--- src/hw/rtsc_pkg.sv ---
package rtsc_pkg;

   // ----------------------------------------------------------------
   // Register byte offsets
   // ----------------------------------------------------------------
   localparam logic [4:0] OFS_REF_TEMP_CONTROL = 5'h00;
   localparam logic [4:0] OFS_ADC_CONTROL      = 5'h04;
   localparam logic [4:0] OFS_RESULT_HIGH      = 5'h08;
   localparam logic [4:0] OFS_RESULT_LOW       = 5'h0c;
   localparam logic [4:0] OFS_IRQ_STATUS       = 5'h10;
   localparam logic [4:0] OFS_IRQ_MASK         = 5'h14;
   localparam logic [4:0] OFS_STATUS           = 5'h18;

   // ----------------------------------------------------------------
   // Field positions
   // ----------------------------------------------------------------
   localparam int BIT_REF_ENABLE        = 7;
   localparam int BIT_REF_READY_FLAG    = 6;
   localparam int BIT_TEMP_SENSE_ENABLE = 5;
   localparam int BIT_TEMP_RANGE_SELECT = 4;
   localparam int BIT_GAIN_HI           = 1;
   localparam int BIT_GAIN_LO           = 0;
   localparam int BIT_ADC_ON            = 0;
   localparam int BIT_ADC_GO            = 1;
   localparam int BIT_ADC_REF_INTERNAL  = 2;
   localparam int BIT_CHAN_LO           = 8;
   localparam int BIT_CHAN_HI           = 12;
   localparam int BIT_IRQ_CONV_DONE     = 0;
   localparam int BIT_IRQ_REF_READY     = 1;
   localparam int BIT_STAT_TEMP_SETTLED = 0;
   localparam int BIT_STAT_BUSY         = 1;

   // ----------------------------------------------------------------
   // Reset values and codes
   // ----------------------------------------------------------------
   localparam logic [1:0] GAIN_OFF           = 2'h0;
   localparam logic [1:0] GAIN_1X            = 2'h1;
   localparam logic [1:0] GAIN_2X            = 2'h2;
   localparam logic [1:0] GAIN_4X            = 2'h3;
   localparam logic [4:0] CHAN_TEMP_SENSE    = 5'h1d;
   localparam logic [4:0] CHAN_FIXED_REF     = 5'h1e;
   localparam logic [4:0] CHAN_RESET         = 5'h00;
   localparam logic [1:0] IRQ_RESET          = 2'h0;

   // ----------------------------------------------------------------
   // Timing and result width
   // ----------------------------------------------------------------
   localparam int CLK_MHZ            = 250;
   localparam int TEMP_SETTLE_US     = 200;
   localparam int TEMP_SETTLE_CYC    = TEMP_SETTLE_US * CLK_MHZ;
   localparam int SAMPLE_CYC         = 8;
   localparam int RESULT_WIDTH       = 10;

endpackage : rtsc_pkg

--- src/hw/rtsc_sar.sv ---
`timescale 1ns/10ps
module rtsc_sar
   import rtsc_pkg::*;
#(
   parameter int WIDTH      = RESULT_WIDTH,
   parameter int SAMPLE_LEN = SAMPLE_CYC
)
(
   input  wire logic             i_clk_sys,
   input  wire logic             i_sys_rst,
   input  wire logic             i_clk_en,
   input  wire logic             i_start,
   input  wire logic             i_abort,
   input  wire logic             i_comparator,
   output logic                  o_busy,
   output logic                  o_sample,
   output logic [WIDTH-1:0]      o_trial_code,
   output logic [WIDTH-1:0]      o_result,
   output logic                  o_done
);

   localparam int SCW = $clog2(SAMPLE_LEN + 1);

   typedef enum logic [1:0]
   {
      SAR_IDLE    = 2'b00,
      SAR_SAMPLE  = 2'b01,
      SAR_CONVERT = 2'b10
   } rtsc_sar_state_t;

   typedef struct packed
   {
      rtsc_sar_state_t  st;
      logic [SCW-1:0]   cnt;
      logic [WIDTH-1:0] code;
      logic [WIDTH-1:0] mask;
      logic [WIDTH-1:0] result;
      logic             done;
   } rtsc_sar_regs_t;

   rtsc_sar_regs_t r;
   rtsc_sar_regs_t next_r;

   // ----------------------------------------------------------------
   // Sample, then one trial bit per cycle from the top down
   // ----------------------------------------------------------------
   always_comb
   begin
      logic last_bit;
      last_bit = 1'b0;
      next_r      = r;
      next_r.done = 1'b0;
      case (r.st)
         SAR_IDLE:
         begin
            if (i_start)
            begin
               next_r.st  = SAR_SAMPLE;
               next_r.cnt = '0;
            end
         end
         SAR_SAMPLE:
         begin
            if (i_abort)
            begin
               next_r.st = SAR_IDLE;
            end
            else if (r.cnt == SCW'(SAMPLE_LEN - 1))
            begin
               next_r.st   = SAR_CONVERT;
               next_r.mask = {1'b1, {(WIDTH-1){1'b0}}};
               next_r.code = {1'b1, {(WIDTH-1){1'b0}}};
            end
            else
            begin
               next_r.cnt = r.cnt + SCW'(1);
            end
         end
         SAR_CONVERT:
         begin
            if (i_abort)
            begin
               // Undecided bits copy the last decided bit
               last_bit = (r.mask[WIDTH-1]) ? 1'b0 : |(r.code & (r.mask << 1));
               for (int i = 0; i < WIDTH; i++)
               begin
                  if (r.mask >= (WIDTH'(1) << i))
                  begin
                     next_r.result[i] = last_bit;
                  end
                  else
                  begin
                     next_r.result[i] = r.code[i];
                  end
               end
               next_r.st = SAR_IDLE;
            end
            else
            begin
               next_r.code = (i_comparator) ? r.code : (r.code & ~r.mask);
               next_r.mask = r.mask >> 1;
               next_r.code = next_r.code | (r.mask >> 1);
               if (r.mask[0])
               begin
                  next_r.result = (i_comparator) ? r.code : (r.code & ~r.mask);
                  next_r.done   = 1'b1;
                  next_r.st     = SAR_IDLE;
               end
            end
         end
         default:
         begin
            next_r.st = SAR_IDLE;
         end
      endcase
   end

   always_ff @(posedge i_clk_sys or posedge i_sys_rst)
   begin
      if (i_sys_rst)
      begin
         r <= '0;
      end
      else if (i_clk_en)
      begin
         r <= next_r;
      end
   end

   assign o_busy       = (r.st != SAR_IDLE);
   assign o_sample     = (r.st == SAR_SAMPLE);
   assign o_trial_code = r.code;
   assign o_result     = r.result;
   assign o_done       = r.done;

endmodule : rtsc_sar

--- src/hw/rtsc_top.sv ---
`timescale 1ns/10ps
module rtsc_top
   import rtsc_pkg::*;
#(
   parameter int TEMP_SETTLE_CYCLES = TEMP_SETTLE_CYC,
   parameter int SAMPLE_CYCLES      = SAMPLE_CYC
)
(
   input  wire logic                    i_clk_sys,
   input  wire logic                    i_sys_rst,
   input  wire logic                    i_clk_en,
   // Avalon-MM slave
   input  wire logic [4:0]              i_avs_address,
   input  wire logic                    i_avs_read,
   input  wire logic                    i_avs_write,
   input  wire logic [31:0]             i_avs_writedata,
   input  wire logic [3:0]              i_avs_byteenable,
   output logic      [31:0]             o_avs_readdata,
   output logic                         o_avs_waitrequest,
   // Analog side
   input  wire logic                    i_ref_output_ok,
   input  wire logic                    i_comparator,
   input  wire logic                    i_sleep,
   output logic                         o_ref_enable,
   output logic                         o_temp_sense_enable,
   output logic                         o_temp_range_select,
   output logic      [1:0]              o_adc_ref_gain_select,
   output logic                         o_adc_ref_internal,
   output logic      [4:0]              o_adc_channel,
   output logic                         o_sample_hold,
   output logic      [RESULT_WIDTH-1:0] o_sar_trial_code,
   // Interrupt
   output logic                         o_irq,
   output logic                         o_wake
);

   localparam int CW = $clog2(TEMP_SETTLE_CYCLES + 1);

   // ----------------------------------------------------------------
   // State
   // ----------------------------------------------------------------
   typedef struct packed
   {
      logic        ref_enable;
      logic        temp_sense_enable;
      logic        temp_range_select;
      logic [1:0]  adc_ref_gain_select;
      logic        ref_ready_flag;
      logic        adc_on;
      logic        ref_internal;
      logic [4:0]  channel;
      logic [1:0]  irq_status;
      logic [1:0]  irq_mask;
      logic        ack;
      logic [31:0] rdata;
      logic [CW-1:0] settle_cnt;
      logic        start;
      logic        abort;
   } rtsc_regs_t;

   rtsc_regs_t r;
   rtsc_regs_t next_r;

   logic                    sar_busy;
   logic                    sar_done;
   logic [RESULT_WIDTH-1:0] sar_result;
   logic                    req;
   logic                    wr_hit;
   logic                    temp_settled;

   function automatic logic wr_at(input logic [4:0] ofs);
      wr_at = wr_hit && (i_avs_address == ofs);
   endfunction : wr_at

   assign req          = i_avs_read | i_avs_write;
   assign wr_hit       = i_avs_write && !r.ack;
   assign temp_settled = (r.settle_cnt == CW'(TEMP_SETTLE_CYCLES));

   // ----------------------------------------------------------------
   // Converter engine
   // ----------------------------------------------------------------
   rtsc_sar #(
      .WIDTH        (RESULT_WIDTH),
      .SAMPLE_LEN   (SAMPLE_CYCLES)
   ) u_sar (
      .i_clk_sys    (i_clk_sys),
      .i_sys_rst    (i_sys_rst),
      .i_clk_en     (i_clk_en),
      .i_start      (r.start),
      .i_abort      (r.abort),
      .i_comparator (i_comparator),
      .o_busy       (sar_busy),
      .o_sample     (o_sample_hold),
      .o_trial_code (o_sar_trial_code),
      .o_result     (sar_result),
      .o_done       (sar_done)
   );

   // ----------------------------------------------------------------
   // Register file and control
   // ----------------------------------------------------------------
   always_comb
   begin
      logic [7:0] b0;
      logic [1:0] irq_set;
      b0          = i_avs_writedata[7:0];
      irq_set     = 2'b00;
      next_r      = r;
      next_r.start = 1'b0;
      next_r.abort = 1'b0;
      next_r.ack  = req && !r.ack;

      // Ready only while enabled; disabling drops it one cycle after the enable clears
      next_r.ref_ready_flag = r.ref_enable && i_ref_output_ok;

      if (wr_at(OFS_REF_TEMP_CONTROL) && i_avs_byteenable[0])
      begin
         next_r.ref_enable          = b0[BIT_REF_ENABLE];
         next_r.temp_sense_enable   = b0[BIT_TEMP_SENSE_ENABLE];
         next_r.temp_range_select   = b0[BIT_TEMP_RANGE_SELECT];
         next_r.adc_ref_gain_select = b0[BIT_GAIN_HI:BIT_GAIN_LO];
         // Bits 3:2 have no storage at all
      end

      if (wr_at(OFS_ADC_CONTROL))
      begin
         if (i_avs_byteenable[0])
         begin
            next_r.adc_on       = b0[BIT_ADC_ON];
            next_r.ref_internal = b0[BIT_ADC_REF_INTERNAL];
            // Go needs the converter already on, not switched on in the same write
            if (b0[BIT_ADC_GO] && r.adc_on && !sar_busy)
            begin
               next_r.start = 1'b1;
            end
            if ((!b0[BIT_ADC_GO] || !b0[BIT_ADC_ON]) && sar_busy)
            begin
               next_r.abort = 1'b1;
            end
         end
         if (i_avs_byteenable[1])
         begin
            next_r.channel = i_avs_writedata[BIT_CHAN_HI:BIT_CHAN_LO];
         end
      end

      if (wr_at(OFS_IRQ_MASK) && i_avs_byteenable[0])
      begin
         next_r.irq_mask = b0[1:0];
      end

      // Settling timer: restarts on entry to the temperature channel and after each of its completed conversions
      if (!(r.channel == CHAN_TEMP_SENSE) || !r.temp_sense_enable)
      begin
         next_r.settle_cnt = '0;
      end
      else if (sar_done)
      begin
         next_r.settle_cnt = '0;
      end
      else if (!temp_settled)
      begin
         next_r.settle_cnt = r.settle_cnt + CW'(1);
      end

      // Sticky events; a read clears, but a new event in that cycle survives
      irq_set[BIT_IRQ_CONV_DONE] = sar_done;
      irq_set[BIT_IRQ_REF_READY] = next_r.ref_ready_flag && !r.ref_ready_flag;
      if (i_avs_read && !r.ack && (i_avs_address == OFS_IRQ_STATUS))
      begin
         next_r.irq_status = irq_set;
      end
      else
      begin
         next_r.irq_status = r.irq_status | irq_set;
      end

      if (i_avs_read && !r.ack)
      begin
         next_r.rdata = 32'h0000_0000;
         case (i_avs_address)
            OFS_REF_TEMP_CONTROL:
            begin
               next_r.rdata[BIT_REF_ENABLE]          = r.ref_enable;
               // The flag lags the enable by a cycle, so gate it here as well
               next_r.rdata[BIT_REF_READY_FLAG]      = r.ref_ready_flag && r.ref_enable;
               next_r.rdata[BIT_TEMP_SENSE_ENABLE]   = r.temp_sense_enable;
               next_r.rdata[BIT_TEMP_RANGE_SELECT]   = r.temp_range_select;
               next_r.rdata[BIT_GAIN_HI:BIT_GAIN_LO] = r.adc_ref_gain_select;
            end
            OFS_ADC_CONTROL:
            begin
               next_r.rdata[BIT_ADC_ON]                 = r.adc_on;
               next_r.rdata[BIT_ADC_GO]                 = sar_busy;
               next_r.rdata[BIT_ADC_REF_INTERNAL]       = r.ref_internal;
               next_r.rdata[BIT_CHAN_HI:BIT_CHAN_LO]    = r.channel;
            end
            OFS_RESULT_HIGH:
            begin
               next_r.rdata[RESULT_WIDTH-9:0] = sar_result[RESULT_WIDTH-1:8];
            end
            OFS_RESULT_LOW:
            begin
               next_r.rdata[7:0] = sar_result[7:0];
            end
            OFS_IRQ_STATUS:
            begin
               next_r.rdata[1:0] = r.irq_status;
            end
            OFS_IRQ_MASK:
            begin
               next_r.rdata[1:0] = r.irq_mask;
            end
            OFS_STATUS:
            begin
               next_r.rdata[BIT_STAT_TEMP_SETTLED] = temp_settled;
               next_r.rdata[BIT_STAT_BUSY]         = sar_busy;
            end
            default:
            begin
               next_r.rdata = 32'h0000_0000;
            end
         endcase
      end
   end

   always_ff @(posedge i_clk_sys or posedge i_sys_rst)
   begin
      if (i_sys_rst)
      begin
         r            <= '0;
         r.channel    <= CHAN_RESET;
         r.irq_status <= IRQ_RESET;
         r.irq_mask   <= IRQ_RESET;
         r.adc_ref_gain_select <= GAIN_OFF;
      end
      else if (i_clk_en)
      begin
         r <= next_r;
      end
   end

   // ----------------------------------------------------------------
   // Outputs
   // ----------------------------------------------------------------
   assign o_avs_waitrequest     = req && !r.ack;
   assign o_avs_readdata        = r.rdata;
   assign o_ref_enable          = r.ref_enable;
   assign o_temp_sense_enable   = r.temp_sense_enable;
   assign o_temp_range_select   = r.temp_range_select;
   assign o_adc_ref_gain_select = r.adc_ref_gain_select;
   assign o_adc_ref_internal    = r.ref_internal;
   assign o_adc_channel         = r.channel;
   assign o_irq                 = |(r.irq_status & r.irq_mask);
   // Wake needs no clock, so the converter may finish while the core sleeps
   assign o_wake                = i_sleep && r.irq_status[BIT_IRQ_CONV_DONE] && r.irq_mask[BIT_IRQ_CONV_DONE];

endmodule : rtsc_top

--- config.mk ---
export PLATFORM = sky130hd
export DESIGN_NAME = rtsc_top
export DESIGN_NICKNAME = d
export VERILOG_FILES = /design/src/hw/rtsc_pkg.sv /design/src/hw/rtsc_sar.sv /design/src/hw/rtsc_top.sv
export SDC_FILE = /design/constraint.sdc
export NUM_CORES = 1
export LEC_CHECK = 0
export ABC_AREA = 1
export BUFFER_PORTS_ARGS = -buffer_cell sky130_fd_sc_hd__buf_2
export CAP_MARGIN = 20
export CORE_ASPECT_RATIO = 0.7
export CORE_MARGIN = 2
export CORE_UTILIZATION = 30
export DETAILED_ROUTE_END_ITERATION = 16
export PLACE_DENSITY_LB_ADDON = 0.25
export SLEW_MARGIN = 20
export SYNTH_ARGS = -nofsm -noshare
export SYNTH_HDL_FRONTEND = slang
export SYNTH_HIERARCHICAL = 1
export SYNTH_SLANG_ARGS = --single-unit
--- constraint.sdc ---
create_clock -name i_clk_sys -period 1.94 [get_ports i_clk_sys]
set_clock_uncertainty 0.1 [all_clocks]
set_input_delay 0.388 -clock i_clk_sys [delete_from_list [all_inputs] [get_ports i_clk_sys]]
set_output_delay 0.388 -clock i_clk_sys [all_outputs]
set_load 0.05 [all_outputs]
==> flow_summary.yaml <==
status:
  status: "finished clean"
critical_path:
  worstRegToRegCells: 11
  reg2reg_from: "r[2]$_DFFE_PP0P_"
  path_class: "reg -> out"
  endpoint_kind: "primary output"
  slowest_stage: "dfrtp_1"
  critPathRequiredTime_ns: 1.45
  critical-path-top-delay-family: "flip-flops"
  startpoint: "r[53]$_DFFE_PP0P_"
  crit_buf_inv: 2
  max_stage_delay_ns: 0.42
  cp_cell_sequence: "inv_1 -> o21ai_1 -> buf_2"
  regToRegSetupSlack_ns: 0.17
  r2r_end: "r[12]$_DFFE_PP0P_"
  crit_path_start_kind: "register"
  arrival_ns: 1.34
  crit_fanout: 3
placed_design:
  portBuffers: 63
  hpwlAfterDp_um: 10950
  placedInstanceArea_mm2: 0.005645
  gp_congestion: 0.9011
logic_synthesis:
  synth_area_leader_cell: "dfrtp_1"
  ys.flop_type: "dfrtp_1"
  syn_area_per_cell_um2: 7.343
  synthTopCellsByArea: "dfrtp_1 40%, nand2_1 12%, buf_4 8.8%"
  yosysSeqAreaShare_pct: 40.48
  synth-edff-count: 0
  ys_warn_count: 6
  async_flop_share_pct: 100.0
  synthDistinctLibCells: 39
  ys_seq_elements: 86
  synth_top_area_share_pct: 40.48
  syn_area_mm2: 0.005316
  synthCells: 724
power:
  p_per_area_mw_per_mm2: 1170
  ir_drop_v: 0.0006159
  leakage_nw: 2.980
layout:
  fillers: 1856
  design_area_mm2: 0.005967
  final_cell_mix: "167 x nand2_1, 86 x dfrtp_1, 84 x nor2_1"
  areaGrowthSynthToFinish_pct: 12.24
  nets: 818
  drive_gt1_share_pct: 18.57
  diodes: 0
  layout_commonest_cell: "nand2_1"
timing:
  fmax_mhz: 547.0
  hold_viol: 0
  tns_ns: 0
  setup_viol: 0
  fin_crit_sh_pct: 94.23
  layout_min_cycle_time_ns: 1.828
  relSlewSlack_pct: 66.62
  slew_viol_final: 0
  rsz0062_at_grt: "false"
  tightest_slew_ns: 0.5000
route:
  drc: 0
  vias_per_cell: 4.553
  dr.first_iter.drc_count: 286
  detail_route.wirelength_um: 14110
  post_drt_wl_per_cell_um: 14.10
  ant_nets: 0
  vias: 4558
  first_pass_iters: 5
floorplanning:
  die_w_um: 163.1
  io_pins: 106
  die_h_um: 115.4
  initial_utilization_pct: 30.79
  num_rows: 40
  die_area_mm2: 0.01882
  core_mm2: 0.01727
clock_tree:
  cts_root_buffer: "clkbuf_16"
  worstSkewPairLatency_ns: 0.35
  cts_buffers: 9
  h-tree-depth: 3
  cts_tree: "built"
  clk_pin_slew_worst_paths_ns: 0.06
  cts.sinks: 86
  clk_path_buf_depth: 2
global_routing:
  overflow: 0
  grt_pass1_wl_um: 22600
  grt_most_used_layer: "met1"
  antenna_found_initial: 0
  grt_max_degree: 38
  met2_usage_pct: 19.92
  grt_pass1_vias: 4060
  track_usage_pct: 15.73
  grtUsageMet1_pct: 25.79
  use_met3_pct: 4.004
run:
  drv_cap: 0
worst_hold_path:
  hp-start: "i_avs_writedata[9]"
  min_path_type: "in -> reg"
  hold_depth: 3
  whs_endpoint: "o_adc_channel[1]$_DFFE_PP0P_"
-- cell type report --
| class | instances | area [µm²] | share of cell area [%] |
|---|---|---|---|
| Clock buffer | 13 | 270.3 | 4.529 |
| Clock inverter | 2 | 38.79 | 0.6500 |
| Inverter | 94 | 352.8 | 5.913 |
| Multi-Input combinational cell | 489 | 2336 | 39.15 |
| Sequential cell | 86 | 2152 | 36.07 |
| Tap cell | 231 | 289.0 | 4.844 |
| Timing Repair Buffer | 86 | 528.0 | 8.849 |
-- state kept, by name, indices dropped and copies added, names as in the netlist --
register and flops:
u_sar/o_trial_code 10, u_sar/o_result 10, o_avs_readdata 13, u_sar/r 16, o_adc_channel 5, o_temp_sense_enable 1
u_sar/o_done 1, o_adc_ref_internal 1, r 25, o_ref_enable 1, o_adc_ref_gain_select 2, o_temp_range_select 1
-- tightest hold or removal path, delay by kind of cell --
family,cells,cell delay [ns]
buf+inv,1,0.08
compound gates,1,0.08
simple gates,1,0.03
-- synthesized netlist by cell type, types with 2 or more instances --
cell,n
clkbuf_1,3
nor3_1,5
nand2_1,167
nand2_2,3
ha_1,3
o21ai_0,42
buf_6,3
o31ai_1,2
nand3_4,2
nand4_1,17
o21ai_2,7
nand3_2,2
o21bai_1,2
clkinv_1,2
dfrtp_1,86
a21oi_1,34
nand3_1,53
nor2_1,84
o22ai_1,2
o21ai_1,17
inv_2,10
and3_1,2
buf_2,4
a2bb2oi_1,3
nor2_2,6
nor2_4,5
inv_1,82
a21oi_2,3
buf_4,62
or2_2,2
-- cells by family (layout without fill, tap and decap cells) --
| logic type | Yosys count | after routing | synth area share (%) |
|---|---|---|---|
| buffers and inverters | 167 | 195 | 16.90 |
| XOR/XNOR | 1 | 1 | 0.1648 |
| adder cells (fa/ha/maj) | 3 | 3 | 0.7061 |
| flip-flops | 86 | 86 | 40.48 |
| other | 1 | 19 | 0.07054 |
| AND/OR/NAND/NOR | 351 | 351 | 29.51 |
| AO/OA/AOI/OAI | 115 | 115 | 12.17 |
-- what timing repair did --
action                                 CTS  global route
hold buffers                             1             0
endpoints found under the hold margin   18             0
setup endpoints to repair                0             2
resized for setup                        0             1
setup buffers                            0             0
-- how the worst max path moves through the flow --
stage,end,slack [ns],depth (start not counted)
final,o_irq,0.11,3
after global routing,u_sar/r[36]$_DFFE_PP0P_,0.02,10
after CTS,o_sample_hold,0.1,3
after detailed placement,o_adc_channel[1]$_DFFE_PP0P_,0.15,9
after global placement,o_adc_channel[1]$_DFFE_PP0P_,0.17,9
after floorplan,r[2]$_DFFE_PP0P_,0.26,9
-- layer usage --
layer,up-vias,part of all wire [%]
met5,-,0
met4,0,1.4
met3,13,5.6
met2,143,37
met1,2076,56
li1,2326,-
-- per-stage QoR --
stage / setup slack, ns / power (mW) / hold slack, ns / cells / util (%)
2_1_floorplan: 0.2596 / 4.798 / 0.3476 / 742 / -
3_3_place_gp: 0.1739 / 5.164 / 0.3531 / 985 / 32.70
3_5_place_dp: 0.1542 / 5.158 / 0.3620 / 985 / 32.70
4_1_cts: 0.09821 / 7.031 / 0.1690 / 1001 / 34.54
5_1_grt: 0.01833 / 7.453 / 0.1768 / 1001 / 34.56
6_report: 0.1119 / 6.980 / 0.1790 / 1001 / 34.56
-- power by group --
group / internal (mW) / leakage [nW] / switching, mW
combinational: 0.695 / 1.72 / 1.84
clock: 1.10 / 0.152 / 0.731
sequential: 2.21 / 1.11 / 0.408
Note: power is estimated with default switching activity, not from simulation.
